File: config.mk
export PLATFORM = sky130hd
export DESIGN_NAME = pmc_ctrl
export DESIGN_NICKNAME = d
export VERILOG_FILES = /design/src/pmc_pkg.sv /design/src/pmc_sync.sv /design/src/pmc_regs.sv /design/src/pmc_ctrl.sv
export SDC_FILE = /design/constraint.sdc
export NUM_CORES = 1
export LEC_CHECK = 0
export ABC_AREA = 1
export BUFFER_PORTS_ARGS = -buffer_cell sky130_fd_sc_hd__buf_2
export CAP_MARGIN = 20
export CORE_MARGIN = 2
export CORE_UTILIZATION = 40
export CTS_CLUSTER_SIZE = 16
export DETAILED_ROUTE_END_ITERATION = 12
export PLACE_DENSITY = 0.75
export SLEW_MARGIN = 20
export SYNTH_ARGS = -nofsm -noshare
export SYNTH_HDL_FRONTEND = slang
export SYNTH_SLANG_ARGS = --single-unit
File: constraint.sdc
create_clock -name ref_clk -period 2.36 [get_ports ref_clk]
set_clock_uncertainty 0.1 [all_clocks]
set_input_delay 0.59 -clock ref_clk [delete_from_list [all_inputs] [get_ports ref_clk]]
set_output_delay 0.59 -clock ref_clk [all_outputs]
set_load 0.02 [all_outputs]
File: src/pmc_pkg.sv
// shared constants and types of the power mode controller
package pmc_pkg;
  localparam int ADDR_W = 8;
  localparam int DATA_W = 32;
  localparam logic [7:0] OFS_CTRL = 8'h00;
  localparam logic [7:0] OFS_STATUS = 8'h04;
  localparam int CTRL_W = 10;
  localparam int CTRL_RUN_LP = 0;
  localparam int CTRL_DEEP = 1;
  localparam int CTRL_STOP_LSB = 2;
  localparam int STOP_SEL_W = 2;
  localparam int CTRL_CLK_EXT = 4;
  localparam int CTRL_TPM_KEEP = 5;
  localparam int CTRL_UART_KEEP = 6;
  localparam int CTRL_RADIO_LSB = 7;
  localparam int RADIO_W = 3;
  localparam logic [9:0] CTRL_RESET = 10'h000;
  localparam int STAT_MODE_LSB = 0;
  localparam int STAT_FLAG = 4;
  localparam logic [1:0] STOP_NORMAL = 2'h0;
  localparam logic [1:0] STOP_LL = 2'h1;
  localparam logic [1:0] STOP_VLL3 = 2'h2;
  localparam logic [1:0] STOP_VLL1 = 2'h3;
  localparam int MODE_W = 4;
  localparam logic [3:0] MODE_RUN = 4'h0;
  localparam logic [3:0] MODE_WAIT = 4'h1;
  localparam logic [3:0] MODE_STOP = 4'h2;
  localparam logic [3:0] MODE_LP_RUN = 4'h3;
  localparam logic [3:0] MODE_LP_WAIT = 4'h4;
  localparam logic [3:0] MODE_LP_STOP = 4'h5;
  localparam logic [3:0] MODE_LL_STOP = 4'h6;
  localparam logic [3:0] MODE_VLL3 = 4'h7;
  localparam logic [3:0] MODE_VLL1 = 4'h8;
  localparam int MODE_COUNT = 9;
  localparam logic [1:0] CLK_NORMAL = 2'h0;
  localparam logic [1:0] CLK_INT = 2'h1;
  localparam logic [1:0] CLK_EXT = 2'h2;
  localparam int INT_OSC_KHZ = 4000;
  localparam int BUS_LIMIT_KHZ = 800;
  localparam int FLASH_SLOW_KHZ = 1000;
  localparam int BUS_DIV_W = 4;
  localparam logic [3:0] BUS_DIV_NORMAL = 4'h1;
  localparam int WAKE_W = 2;
  localparam int WAKE_ASYNC_WAKEUP_IRQ_CONTROLLER = 0;
  localparam int WAKE_LOW_LEAKAGE_WAKEUP_UNIT = 1;

  typedef enum logic [3:0] {
    S_RUN, S_WAIT, S_STOP, S_LP_RUN, S_LP_WAIT, S_LP_STOP,
    S_LL_STOP, S_LL_EXIT, S_VLL3, S_VLL1
  } pmc_state_e;
endpackage

File: src/pmc_sync.sv
// three-stage input synchroniser with agreement filter
`timescale 1ns/10ps
module pmc_sync #(
  parameter int WIDTH = 2
) (
  input wire logic ref_clk,
  input wire logic reset,
  input wire logic [WIDTH-1:0] din,
  output logic [WIDTH-1:0] dout
);
  import pmc_pkg::*;

  typedef struct packed {
    logic [WIDTH-1:0] s1;
    logic [WIDTH-1:0] s2;
    logic [WIDTH-1:0] s3;
    logic [WIDTH-1:0] q;
  } pmc_sync_s;

  pmc_sync_s cur;
  pmc_sync_s next_cur;

  generate
    if (WIDTH < 1) begin : g_bad
      $error("pmc_sync width must be at least one");
    end
  endgenerate

  // s1 feeds s2 only; the filter looks at s2 and s3
  always_comb begin
    next_cur = cur;
    next_cur.s1 = din;
    next_cur.s2 = cur.s1;
    next_cur.s3 = cur.s2;
    for (int i = 0; i < WIDTH; i++) begin
      if (cur.s2[i] == cur.s3[i]) begin
        next_cur.q[i] = cur.s2[i];
      end
    end
  end

  always_ff @(posedge ref_clk or posedge reset) begin
    if (reset) begin
      cur <= '0;
    end else begin
      cur <= next_cur;
    end
  end

  assign dout = cur.q;
endmodule

File: src/pmc_regs.sv
// software register port: control word and status readback
`timescale 1ns/10ps
module pmc_regs (
  input wire logic ref_clk,
  input wire logic reset,
  input wire logic [pmc_pkg::ADDR_W-1:0] reg_addr,
  input wire logic [pmc_pkg::DATA_W-1:0] reg_wdata,
  input wire logic reg_wr,
  input wire logic reg_rd,
  output logic [pmc_pkg::DATA_W-1:0] reg_rdata,
  output logic [pmc_pkg::CTRL_W-1:0] ctrl,
  input wire logic [pmc_pkg::MODE_W-1:0] mode,
  input wire logic low_leakage_wakeup_unit_flag
);
  import pmc_pkg::*;

  typedef struct packed {
    logic [CTRL_W-1:0] ctrl;
    logic [DATA_W-1:0] rdata;
  } pmc_regs_s;

  pmc_regs_s cur;
  pmc_regs_s next_cur;
  logic [DATA_W-1:0] status_word;

  assign status_word = DATA_W'({low_leakage_wakeup_unit_flag, mode});

  // read data stand one cycle only; unmapped reads give zero
  always_comb begin
    next_cur = cur;
    next_cur.rdata = '0;
    if (reg_wr && reg_addr == OFS_CTRL) begin
      next_cur.ctrl = reg_wdata[CTRL_W-1:0];
    end
    if (reg_rd) begin
      if (reg_addr == OFS_CTRL) begin
        next_cur.rdata = DATA_W'(cur.ctrl);
      end else if (reg_addr == OFS_STATUS) begin
        next_cur.rdata = status_word;
      end
    end
  end

  always_ff @(posedge ref_clk or posedge reset) begin
    if (reset) begin
      cur <= '{ctrl: CTRL_RESET, rdata: '0};
    end else begin
      cur <= next_cur;
    end
  end

  assign reg_rdata = cur.rdata;
  assign ctrl = cur.ctrl;
endmodule

File: src/pmc_ctrl.sv
// power mode sequencer: mode state machine, clock gating, wake selection
//
// Operation
// - nine operating modes: run, wait and stop in normal and low-power forms
// - reset lands in normal run with regulator at full power
// - any reset returns from any low-power mode to normal run
// - each run mode has its own matching wait and stop mode
// - the wait-for-interrupt instruction triggers wait or stop entry
// - normal wait: core sleeps, peripherals clocked, interrupt wakes to run
// - normal stop keeps all registers and low-voltage detection
// - normal and low-power stop: peripheral clocks off, async wake controller wakes
// - low-power run: slow flash access, low-voltage detection off
// - internal bypass: fast internal oscillator, bus and flash below limit
// - low-power run may use external bypass clock instead
// - low-power wait: core asleep, fast clock on, interrupts accepted
// - low-power stop: detection off, converter and pin interrupts work
// - low-power stop: timer and serial clocks only if enabled and sourced
// - low-power stop: fast clock off, interrupt controller off, regulator low
// - low-power and leakage stop retain memory and hold pins
// - leakage stop: peripherals retained clock-stopped, wake unit wakes
// - leakage stop exits via wake unit interrupt service, not reset
// - pin states held in every low-power mode; the code holds them in every mode except normal run and low-power run
// - radio mode chosen independently of processor power mode
//
// Local design decisions: the address-and-strobe port and the placing of the registers.
`timescale 1ns/10ps
module pmc_ctrl #(
  parameter int OSC_KHZ = pmc_pkg::INT_OSC_KHZ
) (
  input wire logic ref_clk,
  input wire logic reset,
  input wire logic [pmc_pkg::ADDR_W-1:0] reg_addr,
  input wire logic [pmc_pkg::DATA_W-1:0] reg_wdata,
  input wire logic reg_wr,
  input wire logic reg_rd,
  output logic [pmc_pkg::DATA_W-1:0] reg_rdata,
  input wire logic wfi_exec,
  input wire logic irq_pending,
  input wire logic async_wakeup_irq_controller_wake_pin,
  input wire logic low_leakage_wakeup_unit_wake_pin,
  input wire logic low_leakage_wakeup_unit_irq_ack,
  input wire logic tpm_src_en,
  input wire logic uart_src_en,
  output logic [pmc_pkg::MODE_W-1:0] power_mode,
  output logic core_sleep,
  output logic sleep_deep,
  output logic periph_clk_en,
  output logic fast_clk_en,
  output logic nested_irq_controller_en,
  output logic async_wakeup_irq_controller_en,
  output logic low_leakage_wakeup_unit_en,
  output logic lvd_en,
  output logic regulator_lp,
  output logic flash_slow,
  output logic [1:0] clk_src,
  output logic [pmc_pkg::BUS_DIV_W-1:0] bus_div,
  output logic tpm_clk_en,
  output logic uart_clk_en,
  output logic adc_irq_en,
  output logic reg_retain,
  output logic sram_power,
  output logic sram_retain,
  output logic io_hold,
  output logic low_leakage_wakeup_unit_irq,
  output logic wake_reset_req,
  output logic [pmc_pkg::RADIO_W-1:0] radio_mode
);
  import pmc_pkg::*;

  // divider so the internal oscillator lands strictly below the bus limit
  localparam int DIV_INT = OSC_KHZ / BUS_LIMIT_KHZ + 1;
  localparam logic [BUS_DIV_W-1:0] BUS_DIV_INT = BUS_DIV_W'(DIV_INT);

  generate
    if (DIV_INT >= (1 << BUS_DIV_W) || OSC_KHZ < 1) begin : g_bad_div
      $error("pmc_ctrl oscillator rate needs a divider wider than the bus divider field");
    end
  endgenerate

  typedef struct packed {
    pmc_state_e st;
    logic low_leakage_wakeup_unit_flag;
    logic wake_req;
  } pmc_ctl_s;

  pmc_ctl_s cur;
  pmc_ctl_s next_cur;
  logic [CTRL_W-1:0] ctrl;
  logic [WAKE_W-1:0] wake_raw;
  logic [WAKE_W-1:0] wake_sync;
  logic async_wakeup_irq_controller_w;
  logic low_leakage_wakeup_unit_w;
  logic run_lp;
  logic deep;
  logic [STOP_SEL_W-1:0] stop_sel;
  logic clk_ext;
  logic tpm_keep;
  logic uart_keep;
  logic lp_run_clk;

  function automatic logic is_deep(input pmc_state_e s);
    return s == S_STOP || s == S_LP_STOP || s == S_LL_STOP || s == S_VLL3 || s == S_VLL1;
  endfunction

  function automatic logic is_leak(input pmc_state_e s);
    return s == S_LL_STOP || s == S_VLL3 || s == S_VLL1;
  endfunction

  function automatic logic [MODE_W-1:0] mode_code(input pmc_state_e s);
    case (s)
      S_WAIT: return MODE_WAIT;
      S_STOP: return MODE_STOP;
      S_LP_RUN: return MODE_LP_RUN;
      S_LP_WAIT: return MODE_LP_WAIT;
      S_LP_STOP: return MODE_LP_STOP;
      S_LL_STOP: return MODE_LL_STOP;
      S_VLL3: return MODE_VLL3;
      S_VLL1: return MODE_VLL1;
      default: return MODE_RUN;
    endcase
  endfunction

  assign wake_raw[WAKE_ASYNC_WAKEUP_IRQ_CONTROLLER] = async_wakeup_irq_controller_wake_pin;
  assign wake_raw[WAKE_LOW_LEAKAGE_WAKEUP_UNIT] = low_leakage_wakeup_unit_wake_pin;

  pmc_sync #(
    .WIDTH(WAKE_W)
  ) u_pmc_sync (
    .ref_clk(ref_clk),
    .reset(reset),
    .din(wake_raw),
    .dout(wake_sync)
  );

  pmc_regs u_pmc_regs (
    .ref_clk(ref_clk),
    .reset(reset),
    .reg_addr(reg_addr),
    .reg_wdata(reg_wdata),
    .reg_wr(reg_wr),
    .reg_rd(reg_rd),
    .reg_rdata(reg_rdata),
    .ctrl(ctrl),
    .mode(power_mode),
    .low_leakage_wakeup_unit_flag(cur.low_leakage_wakeup_unit_flag)
  );

  assign async_wakeup_irq_controller_w = wake_sync[WAKE_ASYNC_WAKEUP_IRQ_CONTROLLER];
  assign low_leakage_wakeup_unit_w = wake_sync[WAKE_LOW_LEAKAGE_WAKEUP_UNIT];
  assign run_lp = ctrl[CTRL_RUN_LP];
  assign deep = ctrl[CTRL_DEEP];
  assign stop_sel = ctrl[CTRL_STOP_LSB +: STOP_SEL_W];
  assign clk_ext = ctrl[CTRL_CLK_EXT];
  assign tpm_keep = ctrl[CTRL_TPM_KEEP];
  assign uart_keep = ctrl[CTRL_UART_KEEP];

  always_comb begin
    next_cur = cur;
    case (cur.st)
      S_RUN: begin
        if (wfi_exec && !deep) begin
          next_cur.st = S_WAIT;
        end else if (wfi_exec) begin
          case (stop_sel)
            STOP_LL: next_cur.st = S_LL_STOP;
            STOP_VLL3: next_cur.st = S_VLL3;
            STOP_VLL1: next_cur.st = S_VLL1;
            default: next_cur.st = S_STOP;
          endcase
        end else if (run_lp) begin
          next_cur.st = S_LP_RUN;
        end
      end
      S_LP_RUN: begin
        // low-power run only offers its own wait and stop
        if (wfi_exec) begin
          next_cur.st = deep ? S_LP_STOP : S_LP_WAIT;
        end else if (!run_lp) begin
          next_cur.st = S_RUN;
        end
      end
      S_WAIT: begin
        if (irq_pending) begin
          next_cur.st = S_RUN;
        end
      end
      S_LP_WAIT: begin
        if (irq_pending) begin
          next_cur.st = S_LP_RUN;
        end
      end
      S_STOP: begin
        if (async_wakeup_irq_controller_w) begin
          next_cur.st = S_RUN;
        end
      end
      S_LP_STOP: begin
        if (async_wakeup_irq_controller_w) begin
          next_cur.st = S_LP_RUN;
        end
      end
      S_LL_STOP: begin
        if (low_leakage_wakeup_unit_w) begin
          next_cur.st = S_LL_EXIT;
        end
      end
      S_LL_EXIT: begin
        // a masked wake interrupt would park the chip here
        if (cur.low_leakage_wakeup_unit_flag && low_leakage_wakeup_unit_irq_ack) begin
          next_cur.st = S_RUN;
        end
      end
      S_VLL3, S_VLL1: begin
        // only a reset leaves these; the request asks for one
        if (low_leakage_wakeup_unit_w) begin
          next_cur.wake_req = 1'b1;
        end
      end
      default: next_cur.st = S_RUN;
    endcase
    // set wins over the acknowledge
    next_cur.low_leakage_wakeup_unit_flag = (cur.low_leakage_wakeup_unit_flag && !low_leakage_wakeup_unit_irq_ack) || (cur.st == S_LL_STOP && low_leakage_wakeup_unit_w);
  end

  always_ff @(posedge ref_clk or posedge reset) begin
    if (reset) begin
      cur <= '{st: S_RUN, low_leakage_wakeup_unit_flag: 1'b0, wake_req: 1'b0};
    end else begin
      cur <= next_cur;
    end
  end

  assign lp_run_clk = cur.st == S_LP_RUN || cur.st == S_LP_WAIT;

  assign power_mode = mode_code(cur.st);
  assign core_sleep = !(cur.st == S_RUN || cur.st == S_LP_RUN || cur.st == S_LL_EXIT);
  assign sleep_deep = is_deep(cur.st);
  assign periph_clk_en = !is_deep(cur.st);
  assign fast_clk_en = !is_deep(cur.st);
  assign nested_irq_controller_en = !is_deep(cur.st);
  assign async_wakeup_irq_controller_en = cur.st == S_STOP || cur.st == S_LP_STOP;
  assign low_leakage_wakeup_unit_en = is_leak(cur.st);
  assign lvd_en = cur.st == S_RUN || cur.st == S_WAIT || cur.st == S_STOP || cur.st == S_LL_EXIT;
  assign regulator_lp = lp_run_clk || cur.st == S_LP_STOP || is_leak(cur.st);
  assign flash_slow = lp_run_clk;
  assign clk_src = lp_run_clk ? (clk_ext ? CLK_EXT : CLK_INT) : CLK_NORMAL;
  // external bypass rate is the user's; only the internal source is divided here
  assign bus_div = (lp_run_clk && !clk_ext) ? BUS_DIV_INT : BUS_DIV_NORMAL;
  assign tpm_clk_en = is_deep(cur.st) ? (cur.st == S_LP_STOP && tpm_keep && tpm_src_en) : 1'b1;
  assign uart_clk_en = is_deep(cur.st) ? (cur.st == S_LP_STOP && uart_keep && uart_src_en) : 1'b1;
  assign adc_irq_en = !is_leak(cur.st);
  assign reg_retain = !(cur.st == S_VLL3 || cur.st == S_VLL1);
  assign sram_power = cur.st != S_VLL1;
  assign sram_retain = cur.st == S_LP_STOP || cur.st == S_LL_STOP || cur.st == S_VLL3;
  assign io_hold = !(cur.st == S_RUN || cur.st == S_LP_RUN);
  assign low_leakage_wakeup_unit_irq = cur.low_leakage_wakeup_unit_flag;
  assign wake_reset_req = cur.wake_req;
  assign radio_mode = ctrl[CTRL_RADIO_LSB +: RADIO_W];
endmodule

**Word-level counts from Yosys, hierarchy flattened**

Memories as Yosys holds them, arrays and structs flattened.
Cells that the tools add are included.

- Reductions and logical operators: 41
- Bitwise logic cells: 1
- Multiplexer cells: 22
- Equal/unequal tests: 24

Operator list:

| kind | count |
|---|---|
| $mux 32 | 2 |
| $mux 4 | 11 |
| $pmux 4 s9 | 1 |
| $logic_or 1x1->1 | 18 |
| $eq 4x3->1 const B | 4 |
| $pmux 4 s3 | 1 |
| $logic_and 1x1->1 | 10 |
| $reduce_and 9->1 | 1 |
| $eq 4x2->1 const B | 2 |
| $eq 4x4->1 const B | 2 |
| $eq 8x3->1 const B | 1 |
| $logic_not 1->1 | 8 |
| $logic_not 8->1 | 1 |
| $ne 2x1->1 const B | 3 |
| $ne 2x2->1 const B | 3 |
| $mux 5 | 1 |
| $eq 2x2->1 const B | 2 |
| $eq 4x1->1 const B | 1 |
| $logic_not 4->1 | 1 |
| $mux 2 | 2 |
| $ne 4x3->1 const B | 1 |
| $ne 4x4->1 const B | 1 |
| $mux 1 | 3 |
| $mux 3 | 1 |
| other kinds (6) | 7 |

- Memory bits (read-only): 64
- Input bits: 51
- Memories kept: 1
- Word-level logic and storage cells: 99
- Register bits: 56
- Output and inout bits: 64

Memories:

| memory | words | width | rd ports | clocked after Yosys merged registers in | write ports | RTL line | text |
|---|---|---|---|---|---|---|---|
| (name not given) | 16 | 4 | 1 | 0 | 0 | pmc_ctrl.sv:110 | `case (s)` |

**Depth between registers and ports, before layout**

Gate-level depths: netlist (run 1).

- Word-level depth: 6
- Gate-level depth with buffers: 10
- Mapped depth without buffers: 9

**Hierarchy**

Synthesis (run 1) repeated with hierarchy kept, for this count alone.

- Cells, all modules: 262
- Area total of the unflattened synthesis: 1976.9 um^2

By module, submodules not included:

| module | seq. area each (um^2) | instances | cells each | area each (um^2) |
|---|---|---|---|---|
| pmc_regs | 500.5 | 1 | 115 | 1004.7 |
| pmc_ctrl | 150.1 | 1 | 128 | 720.7 |
| pmc_sync | 200.2 | 1 | 19 | 251.5 |

**Worst setup path before layout (run 1)**

Ideal clock, no wire load.

- Kind: register -> output
- Start: register cur[5] (netlist bit)
- End: output nested_irq_controller_en
- Cell stages (with the launch flop): 8
- Data required time: 1.670 ns
- Setup slack: -0.010 ns
- Arrival: 1.680 ns
- Path buffers: 1
- Path through: dfrtp_1 > inv_1 > nand2_1 > nor2_1 > nor2_2 > nand3_1 > inv_1 > buf_4

- Longest elaborated chain between the ends: 6
- Elaborated cells on any way between the ends: 10
- Those cells by class: 5 x eq/ne; 5 x reduce/logical

RTL lines:

| item | RTL line | text |
|---|---|---|
| start: declaration | pmc_ctrl.sv:86 | `pmc_ctl_s cur;` |
| start signal: assignment | pmc_ctrl.sv:227 | `cur <= '{st: S_RUN, low_leakage_wakeup_unit_flag: 1'b0, wake_req: 1'b0};` |
| start signal: assignment | pmc_ctrl.sv:229 | `cur <= next_cur;` |
| $eq 4x2->1 / $eq 4x3->1 (equally long branches) | - |  |
| $logic_or 1x1->1 (3 in series) | - |  |
| $logic_or 1x1->1 * | - |  |
| net sleep_deep | pmc_ctrl.sv:46 | `output logic sleep_deep,` |
| $logic_not 1->1 * | pmc_ctrl.sv:240 | `assign nested_irq_controller_en = !is_deep(cur.st);` |
| end: declaration | pmc_ctrl.sv:49 | `output logic nested_irq_controller_en,` |

Mark *: on every way through the listed nets, which the timed path passes. The rest lies on a longest branch.

**Final worst setup path (run 1)**

- Start: register cur[4] (netlist bit)
- End: output tpm_clk_en

- Longest elaborated chain between the ends: 6
- Elaborated cells on any way between the ends: 12
- Those cells by class: 5 x eq/ne; 1 x mux; 6 x reduce/logical

RTL lines:

| item | RTL line | text |
|---|---|---|
| $eq 4x2->1 / $eq 4x3->1 (equally long branches) | pmc_ctrl.sv:102, pmc_ctrl.sv:249 |  |
| $logic_or 1x1->1 (4 in series) | pmc_ctrl.sv:102 | `return s == S_STOP \|\| s == S_LP_STOP \|\| s == S_LL_STOP \|\| s == S_VLL3 \|\| s == S_VLL1;` |
| $mux 1 * | pmc_ctrl.sv:249 | `assign tpm_clk_en = is_deep(cur.st) ? (cur.st == S_LP_STOP && tpm_keep && tpm_src_en) : 1'b1;` |
| end: declaration | pmc_ctrl.sv:57 | `output logic tpm_clk_en,` |

Every way passes the cells marked *; elsewhere a longest branch is shown, timed or not.

==> results_tabular.tex, run 1 <==
\begin{tabular}{lr}
\hline
Metric & Value \\
\hline
\multicolumn{2}{l}{\textbf{Routing}} \\
\quad Number of DRC markers after the initial detailed-route iteration & 100 \\
\quad Total via count after detailed routing & 1654 \\
\quad Final antenna-violating net count & 0 \\
\quad DRC violations left & 0 \\
\quad Drt total wl & 4233 um \\
\quad Average wire length per cell after detail routing & 11.57 um \\
\quad Per-cell via count in the routed design & 4.519 \\
\quad Count of TritonRoute iterations in the first routing pass & 4 \\
\multicolumn{2}{l}{\textbf{Timing}} \\
\quad Worst-margin pin slew & 537.7 ps \\
\quad Final setup viols & 0 \\
\quad Final worst slack & 74.73 ps \\
\quad Setup TNS Final & 0 ps \\
\quad Worst hold slack & 250.3 ps \\
\quad Highest achievable clock rate & 0.4376 GHz \\
\quad Post-route clock period utilization & 0.9683 \\
\quad RSZ-0062 raised after global routing & yes \\
\quad Final hold violation count & 0 \\
\quad Final max-slew violation count & 0 \\
\quad Worst slew margin relative to its limit & 0.6388 \\
\quad Min cycle time layout & 2285 ps \\
\multicolumn{2}{l}{\textbf{Floorplan}} \\
\quad Die Footprint & 0.005259 mm2 \\
\quad Chip height & 72.52 um \\
\quad Initial Util & 0.4226 \\
\quad Area inside the core boundary & roughly 0.0044 mm2 \\
\quad Num ports & 115 \\
\quad Die boundary width & 72.52 um \\
\quad Row cnt & 24 \\
\multicolumn{2}{l}{\textbf{Job}} \\
\quad MaxCap Viol Count & 0 \\
\multicolumn{2}{l}{\textbf{GRT}} \\
\quad Overflow left after global routing & 0 \\
\quad Overall routing resource usage & 0.1601 \\
\quad Number of global-route vias before repair & 1396 \\
\quad Antenna violations before repair & 0 \\
\quad Largest net degree at the start of global routing & 35 \\
\quad First-pass GRT wire length & 6527 um \\
\multicolumn{2}{l}{\textbf{Clock tree}} \\
\quad \# clock sinks & 34 \\
\quad Clock latency on the worst-skew pair & 280 ps \\
\quad Clock root buffer master & sky130\_fd\_sc\_hd\_\_clkbuf\_8 \\
\quad Maximum level of the CTS H-tree & 2 \\
\quad Count of hold-fix buffers inserted at cts & 0 \\
\quad Number of buffers created by CTS & 5 \\
\quad Worst-path clk slew & 60 ps \\
\quad TritonCTS clock tree & yes \\
\quad Clock Tree Buf Depth & 2 \\
\multicolumn{2}{l}{\textbf{Placement}} \\
\quad Post-placement setup slack & around 230 ps \\
\quad Placed cells & 356 \\
\quad Global placement routability congestion & roughly 0.86 \\
\quad Detail Placement HPWL & about 3200 um \\
\quad Total of buffers placed on input and output ports & 69 \\
\multicolumn{2}{l}{\textbf{Layout}} \\
\quad Diodes inserted & 0 \\
\quad Layout net count & 364 \\
\quad Post-route insts no fill & 366 \\
\quad End-of-flow core utilization & 0.5166 \\
\quad Fraction of layout instances using a drive strength above 1 & 0.3185 \\
\quad Area added between synthesis and finish & 22.25\% \\
\multicolumn{2}{l}{\textbf{Power and ir drop}} \\
\quad LEAKAGE & 1.338 nW \\
\quad Power density of the placed cells & 497.2 mW/mm2 \\
\quad Peak supply drop & 0.3810 mV \\
\multicolumn{2}{l}{\textbf{Synth}} \\
\quad Warning count from the yosys run & 0 \\
\quad Flip-flop and latch count after synthesis & 34 \\
\quad Area fraction of the dominant cell type after synthesis & 0.4530 \\
\quad Cell types with the largest area share after synthesis & sky130\_fd\_sc\_hd\_\_dfrtp\_1 (45\%), sky130\_fd\_sc\_hd\_\_buf\_4 (12\%), sky130\_fd\_sc\_hd\_\_nand2\_1 (11\%) \\
\quad Distinct cell type count after synthesis & 24 \\
\quad Synthesized area per cell & approximately 7.7 um2 \\
\quad Sequential fraction of the synthesis area & 0.4530 \\
\quad Leading area contributor after synthesis & sky130\_fd\_sc\_hd\_\_dfrtp\_1 \\
\quad Instance count of the mapped netlist & 243 \\
\quad Total standard cell area after synthesis & 0.001878 mm2 \\
\multicolumn{2}{l}{\textbf{Worst setup path}} \\
\quad Sort of element at the end of the critical path & output pin \\
\quad Reg2Reg Depth & 9 \\
\quad Timing startpoint of the critical path & cur[4] \\
\quad End of the worst register-to-register path & cur[2] \\
\quad Launch point of the worst reg-to-reg path & cur[2] \\
\quad Required arrival time at the worst endpoint & 1670 ps \\
\quad Type of the setup path with the least slack & reg2out \\
\quad Worst reg2reg setup slack & slightly below 800 ps \\
\quad Data arrival time of the critical path & $\sim$1600 ps \\
\quad Kind of start point of the critical path & flop \\
\quad Maximum fanout along the worst path & 6 \\
\multicolumn{2}{l}{\textbf{Hold path}} \\
\quad WHS Path Cells & 0 \\
\quad Hold\_sp & u\_pmc\_sync.cur[7] \\
\quad Terminating pin of the worst hold path & u\_pmc\_sync.cur[5] \\
\quad Class of the tightest hold or removal check & reg2reg \\
\multicolumn{2}{l}{\textbf{Outcome}} \\
\quad Outcome & finished, final reports clean \\
\hline
\end{tabular}
cell type report:
type	count	area, um2
Clock inverter	1	5.005
Fill cell	447	2148
Multi-Input combinational cell	167	789.5
Sequential cell	34	854.6
Timing Repair Buffer	73	375.4
Clock buffer	7	86.33
Inverter	32	120.1
Tap cell	52	65.06
power breakdown:
part | leakage [nW] | internal (mW) | switching, mW | total (mW)
clock network | 0.0482 | 0.235 | 0.194 | 0.429
logic | 0.887 | 0.0290 | 0.0728 | 0.102
registers | 0.403 | 0.600 | 0.0107 | 0.611
total | 1.34 | 0.864 | 0.278 | 1.14
state kept, by name (all words and copies together), names as in the netlist:
signal,cells
u_pmc_sync.cur,6
cur,4
u_pmc_regs.reg_rdata,10
u_pmc_sync.dout,2
u_pmc_regs.ctrl,10
low_leakage_wakeup_unit_irq,1
wake_reset_req,1
per-layer routing:
metal,track usage,up-vias,part of all wire
li1,-,844,-
met1,0.2163,753,0.43
met2,0.2515,52,0.50
met3,0.04306,5,0.060
met4,0.04938,0,0.011
met5,0,-,0
kinds of logic (layout without fill, tap and decap cells):
logic type               after synthesis  in the layout  share of synthesized area
buffers and inverters                 64            113                     0.1925
other                                  1             23                   0.001997
AND/OR/NAND/NOR                      116            116                     0.2625
adder cells (fa/ha/maj)                2              2                    0.01066
flip-flops                            34             34                     0.4530
AO/OA/AOI/OAI                         26             26                    0.07928
worst max-delay path, cell delays in order, from the launching register on:
cell and delay [ps]:
sky130_fd_sc_hd__dfrtp_1 450, sky130_fd_sc_hd__inv_1 120, sky130_fd_sc_hd__nor2_2 210, sky130_fd_sc_hd__nand2_2 160, sky130_fd_sc_hd__nand3_2 130, sky130_fd_sc_hd__o21ai_0 80, sky130_fd_sc_hd__buf_2 160
timing repair:
item | CTS | global route
pin swaps | 0 | 0
buffers inserted | 0 | 2
endpoints found under the setup margin | 5 | 15
hold endpoints to repair | 0 | 0
gates resized for setup | 3 | 12
gates cloned | 0 | 0
cell usage in the layout, fill, tap and decap left out, drive strengths merged:
cell and instances:
a21oi 10, buf 73, clkbuf 7, clkinv 1, conb 23, dfrtp 34
inv 32, maj3 2, nand2 57, nand3 17, nand4 1, nor2 37
nor3 4, o211ai 2, o21ai 9, o21bai 2, o221ai 2, o22ai 1
cells in the mapped netlist:
master	number
sky130_fd_sc_hd__nand2_1	55
sky130_fd_sc_hd__dfrtp_1	34
sky130_fd_sc_hd__nor2_1	34
sky130_fd_sc_hd__inv_1	31
sky130_fd_sc_hd__buf_4	30
sky130_fd_sc_hd__nand3_1	17
sky130_fd_sc_hd__a21oi_1	10
sky130_fd_sc_hd__o21ai_0	8
sky130_fd_sc_hd__nor2_2	3
sky130_fd_sc_hd__nor3_1	3
sky130_fd_sc_hd__maj3_1	2
sky130_fd_sc_hd__o211ai_1	2
sky130_fd_sc_hd__o21bai_1	2
sky130_fd_sc_hd__o221ai_1	2
sky130_fd_sc_hd__buf_2	1
sky130_fd_sc_hd__buf_6	1
sky130_fd_sc_hd__conb_1	1
sky130_fd_sc_hd__inv_2	1
sky130_fd_sc_hd__nand2_2	1
sky130_fd_sc_hd__nand2_4	1
sky130_fd_sc_hd__nand4_1	1
sky130_fd_sc_hd__nor3_4	1
sky130_fd_sc_hd__o21ai_1	1
sky130_fd_sc_hd__o22ai_1	1
worst max path at each step:
stage | end | slack (ps) | depth (start not counted)
5_1_grt | tpm_clk_en | -50 | 6
6_report | tpm_clk_en | 70 | 6
2_1_floorplan | bus_div[2] | 90 | 6
3_5_place_dp | bus_div[0] | 230 | 8
4_1_cts | tpm_clk_en | 20 | 7
3_3_place_gp | bus_div[0] | 230 | 8
metrics by stage:
step / instance area [um2] / power (mW)
finish: 2296 / 1.141
detailed placement: 2150 / 0.7234
global route: 2296 / 1.202
global placement: 2150 / 0.7211
floorplan: 1966 / 0.7170
CTS: 2246 / 1.156
(Power assumes the default switching activity.)
==> run 2: changes to the inputs <==
--- a/config.mk
+++ b/config.mk
@@ -12,3 +12,3 @@
 export CORE_UTILIZATION = 40
-export CTS_CLUSTER_SIZE = 16
+export CTS_CLUSTER_SIZE = 25
 export DETAILED_ROUTE_END_ITERATION = 12
==> constraint.sdc (replaced) <==
create_clock -name ref_clk -period 2.36 [get_ports ref_clk]
set_clock_uncertainty 0.1 [all_clocks]
set_input_delay 0.236 -clock ref_clk [delete_from_list [all_inputs] [get_ports ref_clk]]
set_output_delay 0.236 -clock ref_clk [all_outputs]
set_load 0.02 [all_outputs]
==> run 2 against run 1 <==
Critical path depth grew 2. First-iteration DRC count grew 9.0%. Worst hold slack worse by 180 ps. Global-route usage is 0.50 points higher. Die area unchanged. Routed wire length is 0.33% higher. Clock-buffer cell count is the same. Via count shrank 2.0%. Largest cell class unchanged.
==> results_tabular.tex, run 2 (synthesized netlist as in run 1, its figures left out) <==
\begin{tabular}{lr}
\hline
Metric & Value \\
\hline
\multicolumn{2}{l}{\textbf{Timing}} \\
\quad RSZ-0062 raised after global routing & no \\
\quad Final setup viols & 0 \\
\quad Worst slew margin relative to its limit & 0.6362 \\
\quad Final worst slack & $\sim$230 ps \\
\quad Worst-margin pin slew & 541.6 ps \\
\quad Final hold violation count & 0 \\
\quad Highest achievable clock rate & 0.4696 GHz \\
\quad Min cycle time layout & 2129 ps \\
\quad Post-route clock period utilization & 0.9023 \\
\quad Setup TNS Final & 0 ps \\
\quad Final max-slew violation count & 0 \\
\multicolumn{2}{l}{\textbf{Clock tree}} \\
\quad Clock root buffer master & sky130\_fd\_sc\_hd\_\_clkbuf\_8 \\
\quad Worst-path clk slew & 70 ps \\
\quad Post-cts gate resize count & 0 \\
\quad Maximum level of the CTS H-tree & 2 \\
\quad TritonCTS clock tree & yes \\
\quad Post-CTS Setup Inserts & 0 \\
\quad Number of buffers created by CTS & 5 \\
\quad Count of hold-fix buffers inserted at cts & 3 \\
\quad Clock Tree Buf Depth & 2 \\
\quad Clock latency on the worst-skew pair & 280 ps \\
\quad \# clock sinks & 34 \\
\multicolumn{2}{l}{\textbf{Worst setup path}} \\
\quad Sort of element at the end of the critical path & output pin \\
\quad Maximum fanout along the worst path & 8 \\
\quad Required arrival time at the worst endpoint & 2020 ps \\
\quad Most numerous cell on the critical path & sky130\_fd\_sc\_hd\_\_inv\_1 \\
\quad Worst path max stage delay & 480 ps \\
\quad Ordered cell list for the critical path & nand2\_1, inv\_1, nand2\_1, inv\_1, nor2\_1, nor2\_1, inv\_1, buf\_2 \\
\quad Master of the slowest instance on the critical path & sky130\_fd\_sc\_hd\_\_dfrtp\_1 \\
\quad Kind of start point of the critical path & flop \\
\quad Data arrival time of the critical path & 1790 ps \\
\quad Type of the setup path with the least slack & reg2out \\
\multicolumn{2}{l}{\textbf{Floorplan}} \\
\quad Initial Util & 0.4226 \\
\quad Die boundary width & 72.52 um \\
\quad Chip height & 72.52 um \\
\quad Die Footprint & 0.005259 mm2 \\
\quad Row cnt & 24 \\
\quad Area inside the core boundary & 0.004444 mm2 \\
\quad Num ports & 115 \\
\multicolumn{2}{l}{\textbf{Routing}} \\
\quad Total via count after detailed routing & around 1.6k \\
\quad Drt total wl & 4247 um \\
\quad Count of TritonRoute iterations in the first routing pass & 4 \\
\quad Number of DRC markers after the initial detailed-route iteration & 109 \\
\quad DRC violations left & 0 \\
\quad Average wire length per cell after detail routing & 11.57 um \\
\quad Per-cell via count in the routed design & between 4 and 5 \\
\quad Final antenna-violating net count & 0 \\
\multicolumn{2}{l}{\textbf{Layout}} \\
\quad Filler cells & 435 \\
\quad Layout net count & 365 \\
\quad End-of-flow core utilization & 0.5099 \\
\quad Area added between synthesis and finish & 20.65\% \\
\quad Most used cells in the layout excluding fill and tap cells & sky130\_fd\_sc\_hd\_\_buf\_2 (69), sky130\_fd\_sc\_hd\_\_nand2\_1 (55), sky130\_fd\_sc\_hd\_\_nor2\_1 (34), sky130\_fd\_sc\_hd\_\_dfrtp\_1 (34), sky130\_fd\_sc\_hd\_\_inv\_1 (31) \\
\quad Seq. cell area & 850.8 um2 \\
\quad Area of the multi-input gates & 748.2 um2 \\
\quad Most common cell after layout, fill and taps aside & sky130\_fd\_sc\_hd\_\_buf\_2 \\
\quad Post-layout instance area & 0.002266 mm2 \\
\quad Diodes inserted & 0 \\
\quad Fraction of layout instances using a drive strength above 1 & 0.2698 \\
\multicolumn{2}{l}{\textbf{Hold path}} \\
\quad Class of the tightest hold or removal check & in2reg \\
\multicolumn{2}{l}{\textbf{Placement}} \\
\quad Detail Placement HPWL & 3347 um \\
\quad Post-placement setup slack & 544.7 ps \\
\quad Total of buffers placed on input and output ports & just under 70 \\
\quad Post-place instance area & between 0.002 and 0.0025 mm2 \\
\quad Global placement routability congestion & 0.8926 \\
\multicolumn{2}{l}{\textbf{Power and ir drop}} \\
\quad Gate power share & 0.093 \\
\quad Reg power frac & 0.533 \\
\quad Clk network pwr share & 0.374 \\
\quad Power density of the placed cells & 505.6 mW/mm2 \\
\quad Internal Power & a little under 900 uW \\
\quad Post-route total power & $\sim$1.1 mW \\
\quad Peak supply drop & 0.4007 mV \\
\quad Proportion of total power due to net switching & 0.2432 \\
\quad LEAKAGE & between 1 and 1.5 nW \\
\quad Switching component of the power & 278.7 uW \\
\multicolumn{2}{l}{\textbf{GRT}} \\
\quad Number of global-route vias before repair & 1435 \\
\quad Overall routing resource usage & 0.1651 \\
\quad Largest net degree at the start of global routing & 35 \\
\quad First-pass GRT wire length & 6686 um \\
\quad Antenna violations before repair & 0 \\
\quad Overflow left after global routing & 0 \\
\multicolumn{2}{l}{\textbf{Outcome}} \\
\quad Outcome & finished, final reports clean \\
\multicolumn{2}{l}{\textbf{Job}} \\
\quad MaxCap Viol Count & 0 \\
\hline
\end{tabular}
## run 2: area by class of cell
| cell class | count | share of cell area |
|---|---|---|
| sequential | 34 | 0.3755 |
| clock buffer | 7 | 0.03810 |
| clock inverter | 1 | 0.002209 |
| inverter | 32 | 0.05301 |
| tap | 52 | 0.02871 |
| timing repair buffer | 74 | 0.1723 |
| multi-input combinational | 167 | 0.3302 |
## run 2: worst paths after layout
path | from | endpoint | slack, ps | cells past startpoint
worst min-delay path | low_leakage_wakeup_unit_irq_ack | low_leakage_wakeup_unit_irq | 70 | 2
max in group asynchronous | reset | u_pmc_regs.reg_rdata[9] | 1380 | 4
min in group asynchronous | reset | u_pmc_sync.cur[7] | 490 | 4
worst max-delay path | cur[3] | bus_div[0] | 230 | 8
worst max register to register | cur[4] | cur[3] | 790 | 9
worst min register to register | u_pmc_sync.cur[6] | u_pmc_sync.cur[4] | 250 | 0
## run 2: routing by layer
layer	vias up	GRT usage	share of wire
met5	-	0	0
met4	0	0.06173	0.015
met3	5	0.03611	0.062
met2	60	0.2586	0.49
met1	709	0.2245	0.43
li1	847	-	-
## run 2: critical path: cells and delay by family (launching register included)
kind / cells / cell delay, ps
buffers and inverters: 4 / 380
flip-flops: 1 / 480
AND/OR/NAND/NOR: 4 / 650
## run 2: power groups by stage
stage | Clock [mW] | Combinational (mW) | Sequential (mW)
2_1_floorplan | 0 | 0.0983 | 0.619
5_1_grt | 0.463 | 0.121 | 0.612
3_3_place_gp | 0 | 0.101 | 0.620
6_report | 0.429 | 0.107 | 0.610
4_1_cts | 0.444 | 0.107 | 0.610
3_5_place_dp | 0 | 0.103 | 0.621
## run 2: metrics by stage
step                instances  hold WS, ps
global placement          356        233.2
global route              367        76.86
floorplan                 265        167.4
CTS                       367        53.09
finish                    367        65.63
detailed placement        356        237.3
==> run 3: changes to the inputs <==
SKIP_CTS_REPAIR_TIMING = 1   (was unset)
clock period = 2.4 ns   (was 2.36 ns; I/O delays follow)
==> run 3 against run 2 <==
Register-to-register slack barely moved. Clock-buffer cell count unchanged. Global-route usage grew 0.073 points. Sequential share of layout area unchanged. Final area is the same. Clock power decreased by 2%. Combinational power about the same. Core utilization unchanged. Non-clock buffer count stayed put. Flip-flop and latch count is the same. Largest cell class unchanged. Highest routed layer unchanged.
==> results_tabular.tex, run 3 (synthesized netlist as in run 1, its figures left out) <==
\begin{tabular}{lr}
\hline
Metric & Value \\
\hline
\multicolumn{2}{l}{\textbf{Job}} \\
\quad MaxCap Viol Count & 0 \\
\multicolumn{2}{l}{\textbf{Placement}} \\
\quad Post-place instance area & 0.002145 mm2 \\
\quad Global placement routability congestion & 0.8920 \\
\quad Total of buffers placed on input and output ports & 69 \\
\quad Detail Placement HPWL & 3347 um \\
\multicolumn{2}{l}{\textbf{Layout}} \\
\quad Diodes inserted & 0 \\
\quad Layout net count & between 300 and 400 \\
\quad Area added between synthesis and finish & 20.65\% \\
\quad Most used cells in the layout excluding fill and tap cells & sky130\_fd\_sc\_hd\_\_buf\_2 (69), sky130\_fd\_sc\_hd\_\_nand2\_1 (55), sky130\_fd\_sc\_hd\_\_nor2\_1 (34), sky130\_fd\_sc\_hd\_\_dfrtp\_1 (34), sky130\_fd\_sc\_hd\_\_inv\_1 (31) \\
\quad Most common cell after layout, fill and taps aside & sky130\_fd\_sc\_hd\_\_buf\_2 \\
\quad Post-layout instance area & 0.002266 mm2 \\
\quad Fraction of layout instances using a drive strength above 1 & 0.2698 \\
\multicolumn{2}{l}{\textbf{Floorplan}} \\
\quad Die Footprint & around 0.0053 mm2 \\
\quad Row cnt & 24 \\
\quad Initial Util & 0.4226 \\
\quad Die boundary width & 72.52 um \\
\quad Num ports & 115 \\
\quad Chip height & $\sim$73 um \\
\quad Area inside the core boundary & 0.004444 mm2 \\
\multicolumn{2}{l}{\textbf{Clock tree}} \\
\quad Clock root buffer master & sky130\_fd\_sc\_hd\_\_clkbuf\_8 \\
\quad \# clock sinks & 34 \\
\quad TritonCTS clock tree & yes \\
\quad Clock latency on the worst-skew pair & approximately 280 ps \\
\quad Clock Tree Buf Depth & 2 \\
\quad Worst-path clk slew & 70 ps \\
\quad Number of buffers created by CTS & 5 \\
\quad Maximum level of the CTS H-tree & 2 \\
\multicolumn{2}{l}{\textbf{Outcome}} \\
\quad Outcome & finished, final reports clean \\
\multicolumn{2}{l}{\textbf{Timing}} \\
\quad RSZ-0062 raised after global routing & no \\
\quad Post-route clock period utilization & 0.8925 \\
\quad Final hold violation count & 0 \\
\quad Worst slew margin relative to its limit & 0.6462 \\
\quad Final setup viols & 0 \\
\quad Final max-slew violation count & 0 \\
\quad Min cycle time layout & approximately 2100 ps \\
\quad Worst-margin pin slew & 526.6 ps \\
\quad Highest achievable clock rate & 0.4668 GHz \\
\quad Setup TNS Final & 0 ps \\
\multicolumn{2}{l}{\textbf{Worst setup path}} \\
\quad Type of the setup path with the least slack & reg2out \\
\quad Required arrival time at the worst endpoint & 2060 ps \\
\quad Maximum fanout along the worst path & 8 \\
\quad Kind of start point of the critical path & flop \\
\quad Sort of element at the end of the critical path & output pin \\
\quad Data arrival time of the critical path & 1800 ps \\
\multicolumn{2}{l}{\textbf{Power and ir drop}} \\
\quad Power density of the placed cells & around 500 mW/mm2 \\
\quad LEAKAGE & 1.339 nW \\
\quad Peak supply drop & slightly below 0.4 mV \\
\multicolumn{2}{l}{\textbf{GRT}} \\
\quad Overall routing resource usage & 0.1658 \\
\quad Antenna violations before repair & 0 \\
\quad Number of global-route vias before repair & 1379 \\
\quad Largest net degree at the start of global routing & 35 \\
\quad Overflow left after global routing & 0 \\
\quad First-pass GRT wire length & 6596 um \\
\multicolumn{2}{l}{\textbf{Routing}} \\
\quad Drt total wl & 4235 um \\
\quad Count of TritonRoute iterations in the first routing pass & 4 \\
\quad Per-cell via count in the routed design & 4.441 \\
\quad Number of DRC markers after the initial detailed-route iteration & 118 \\
\quad Average wire length per cell after detail routing & 11.54 um \\
\quad Total via count after detailed routing & approximately 1.6k \\
\quad DRC violations left & 0 \\
\quad Final antenna-violating net count & 0 \\
\multicolumn{2}{l}{\textbf{Hold path}} \\
\quad Class of the tightest hold or removal check & in2reg \\
\hline
\end{tabular}
[run 3: cell counts in the layout (fill, tap and decap cells not counted)]
Identical to the previous run, type by type.
[run 3: final timing paths]
path,start,to,slack (ps),cells past startpoint
setup / recovery,cur[3],bus_div[0],260,8
hold / removal,low_leakage_wakeup_unit_irq_ack,low_leakage_wakeup_unit_irq,70,2
setup reg to reg,cur[2],cur[3],800,9
hold reg to reg,u_pmc_sync.cur[7],u_pmc_sync.cur[5],250,0
max in group asynchronous,reset,u_pmc_regs.ctrl[2],1400,4
min in group asynchronous,reset,u_pmc_sync.cur[6],490,4
[run 3: power by group]
part	total (mW)	switching (mW)	leakage (nW)	internal [mW]
Combinational	0.105	0.0730	0.885	0.0317
Sequential	0.600	0.00994	0.406	0.590
Clock	0.419	0.188	0.0482	0.231
[run 3: final cells by class]
class / instances / area (um2)
fillers: 442 / 2178
well taps: 52 / 65.06
clock buffers: 7 / 86.33
clock inverters: 1 / 5.005
repair buffers: 74 / 390.4
inverters: 32 / 120.1
multi-input cells: 167 / 748.2
flip-flops and latches: 34 / 850.8
[run 3: per-layer routing]
layer	part of all wire	vias to the layer above	routed length, um	track usage
li1	-	847	-	-
met1	0.43	717	1801	0.2242
met2	0.49	62	2084	0.2545
met3	0.066	4	281	0.04167
met4	0.016	0	68	0.06790
met5	0	-	0	0
[run 3: stage by stage]
step / worst slack (ps) / cells / hold WS [ps] / power [mW] / util
4_1_cts: 270.8 / 364 / -57.06 / 1.138 / 0.5031
2_1_floorplan: 380.3 / 265 / 171.4 / 0.7050 / -
5_1_grt: 65.09 / 367 / 75.12 / 1.184 / 0.5099
3_3_place_gp: 599.9 / 356 / 233.1 / 0.7091 / 0.4825
3_5_place_dp: 587.4 / 356 / 237.3 / 0.7113 / 0.4825
6_report: 257.9 / 367 / 71.55 / 1.123 / 0.5099
[run 3: worst max-delay path, cell delays in order, from the launching register on]
cell                      delay [ps]
sky130_fd_sc_hd__dfrtp_1         470
sky130_fd_sc_hd__nand2_1         150
sky130_fd_sc_hd__inv_1            90
sky130_fd_sc_hd__nand2_1         130
sky130_fd_sc_hd__inv_1            90
sky130_fd_sc_hd__nor2_1          250
sky130_fd_sc_hd__nor2_1          120
sky130_fd_sc_hd__inv_1            60
sky130_fd_sc_hd__buf_2           150
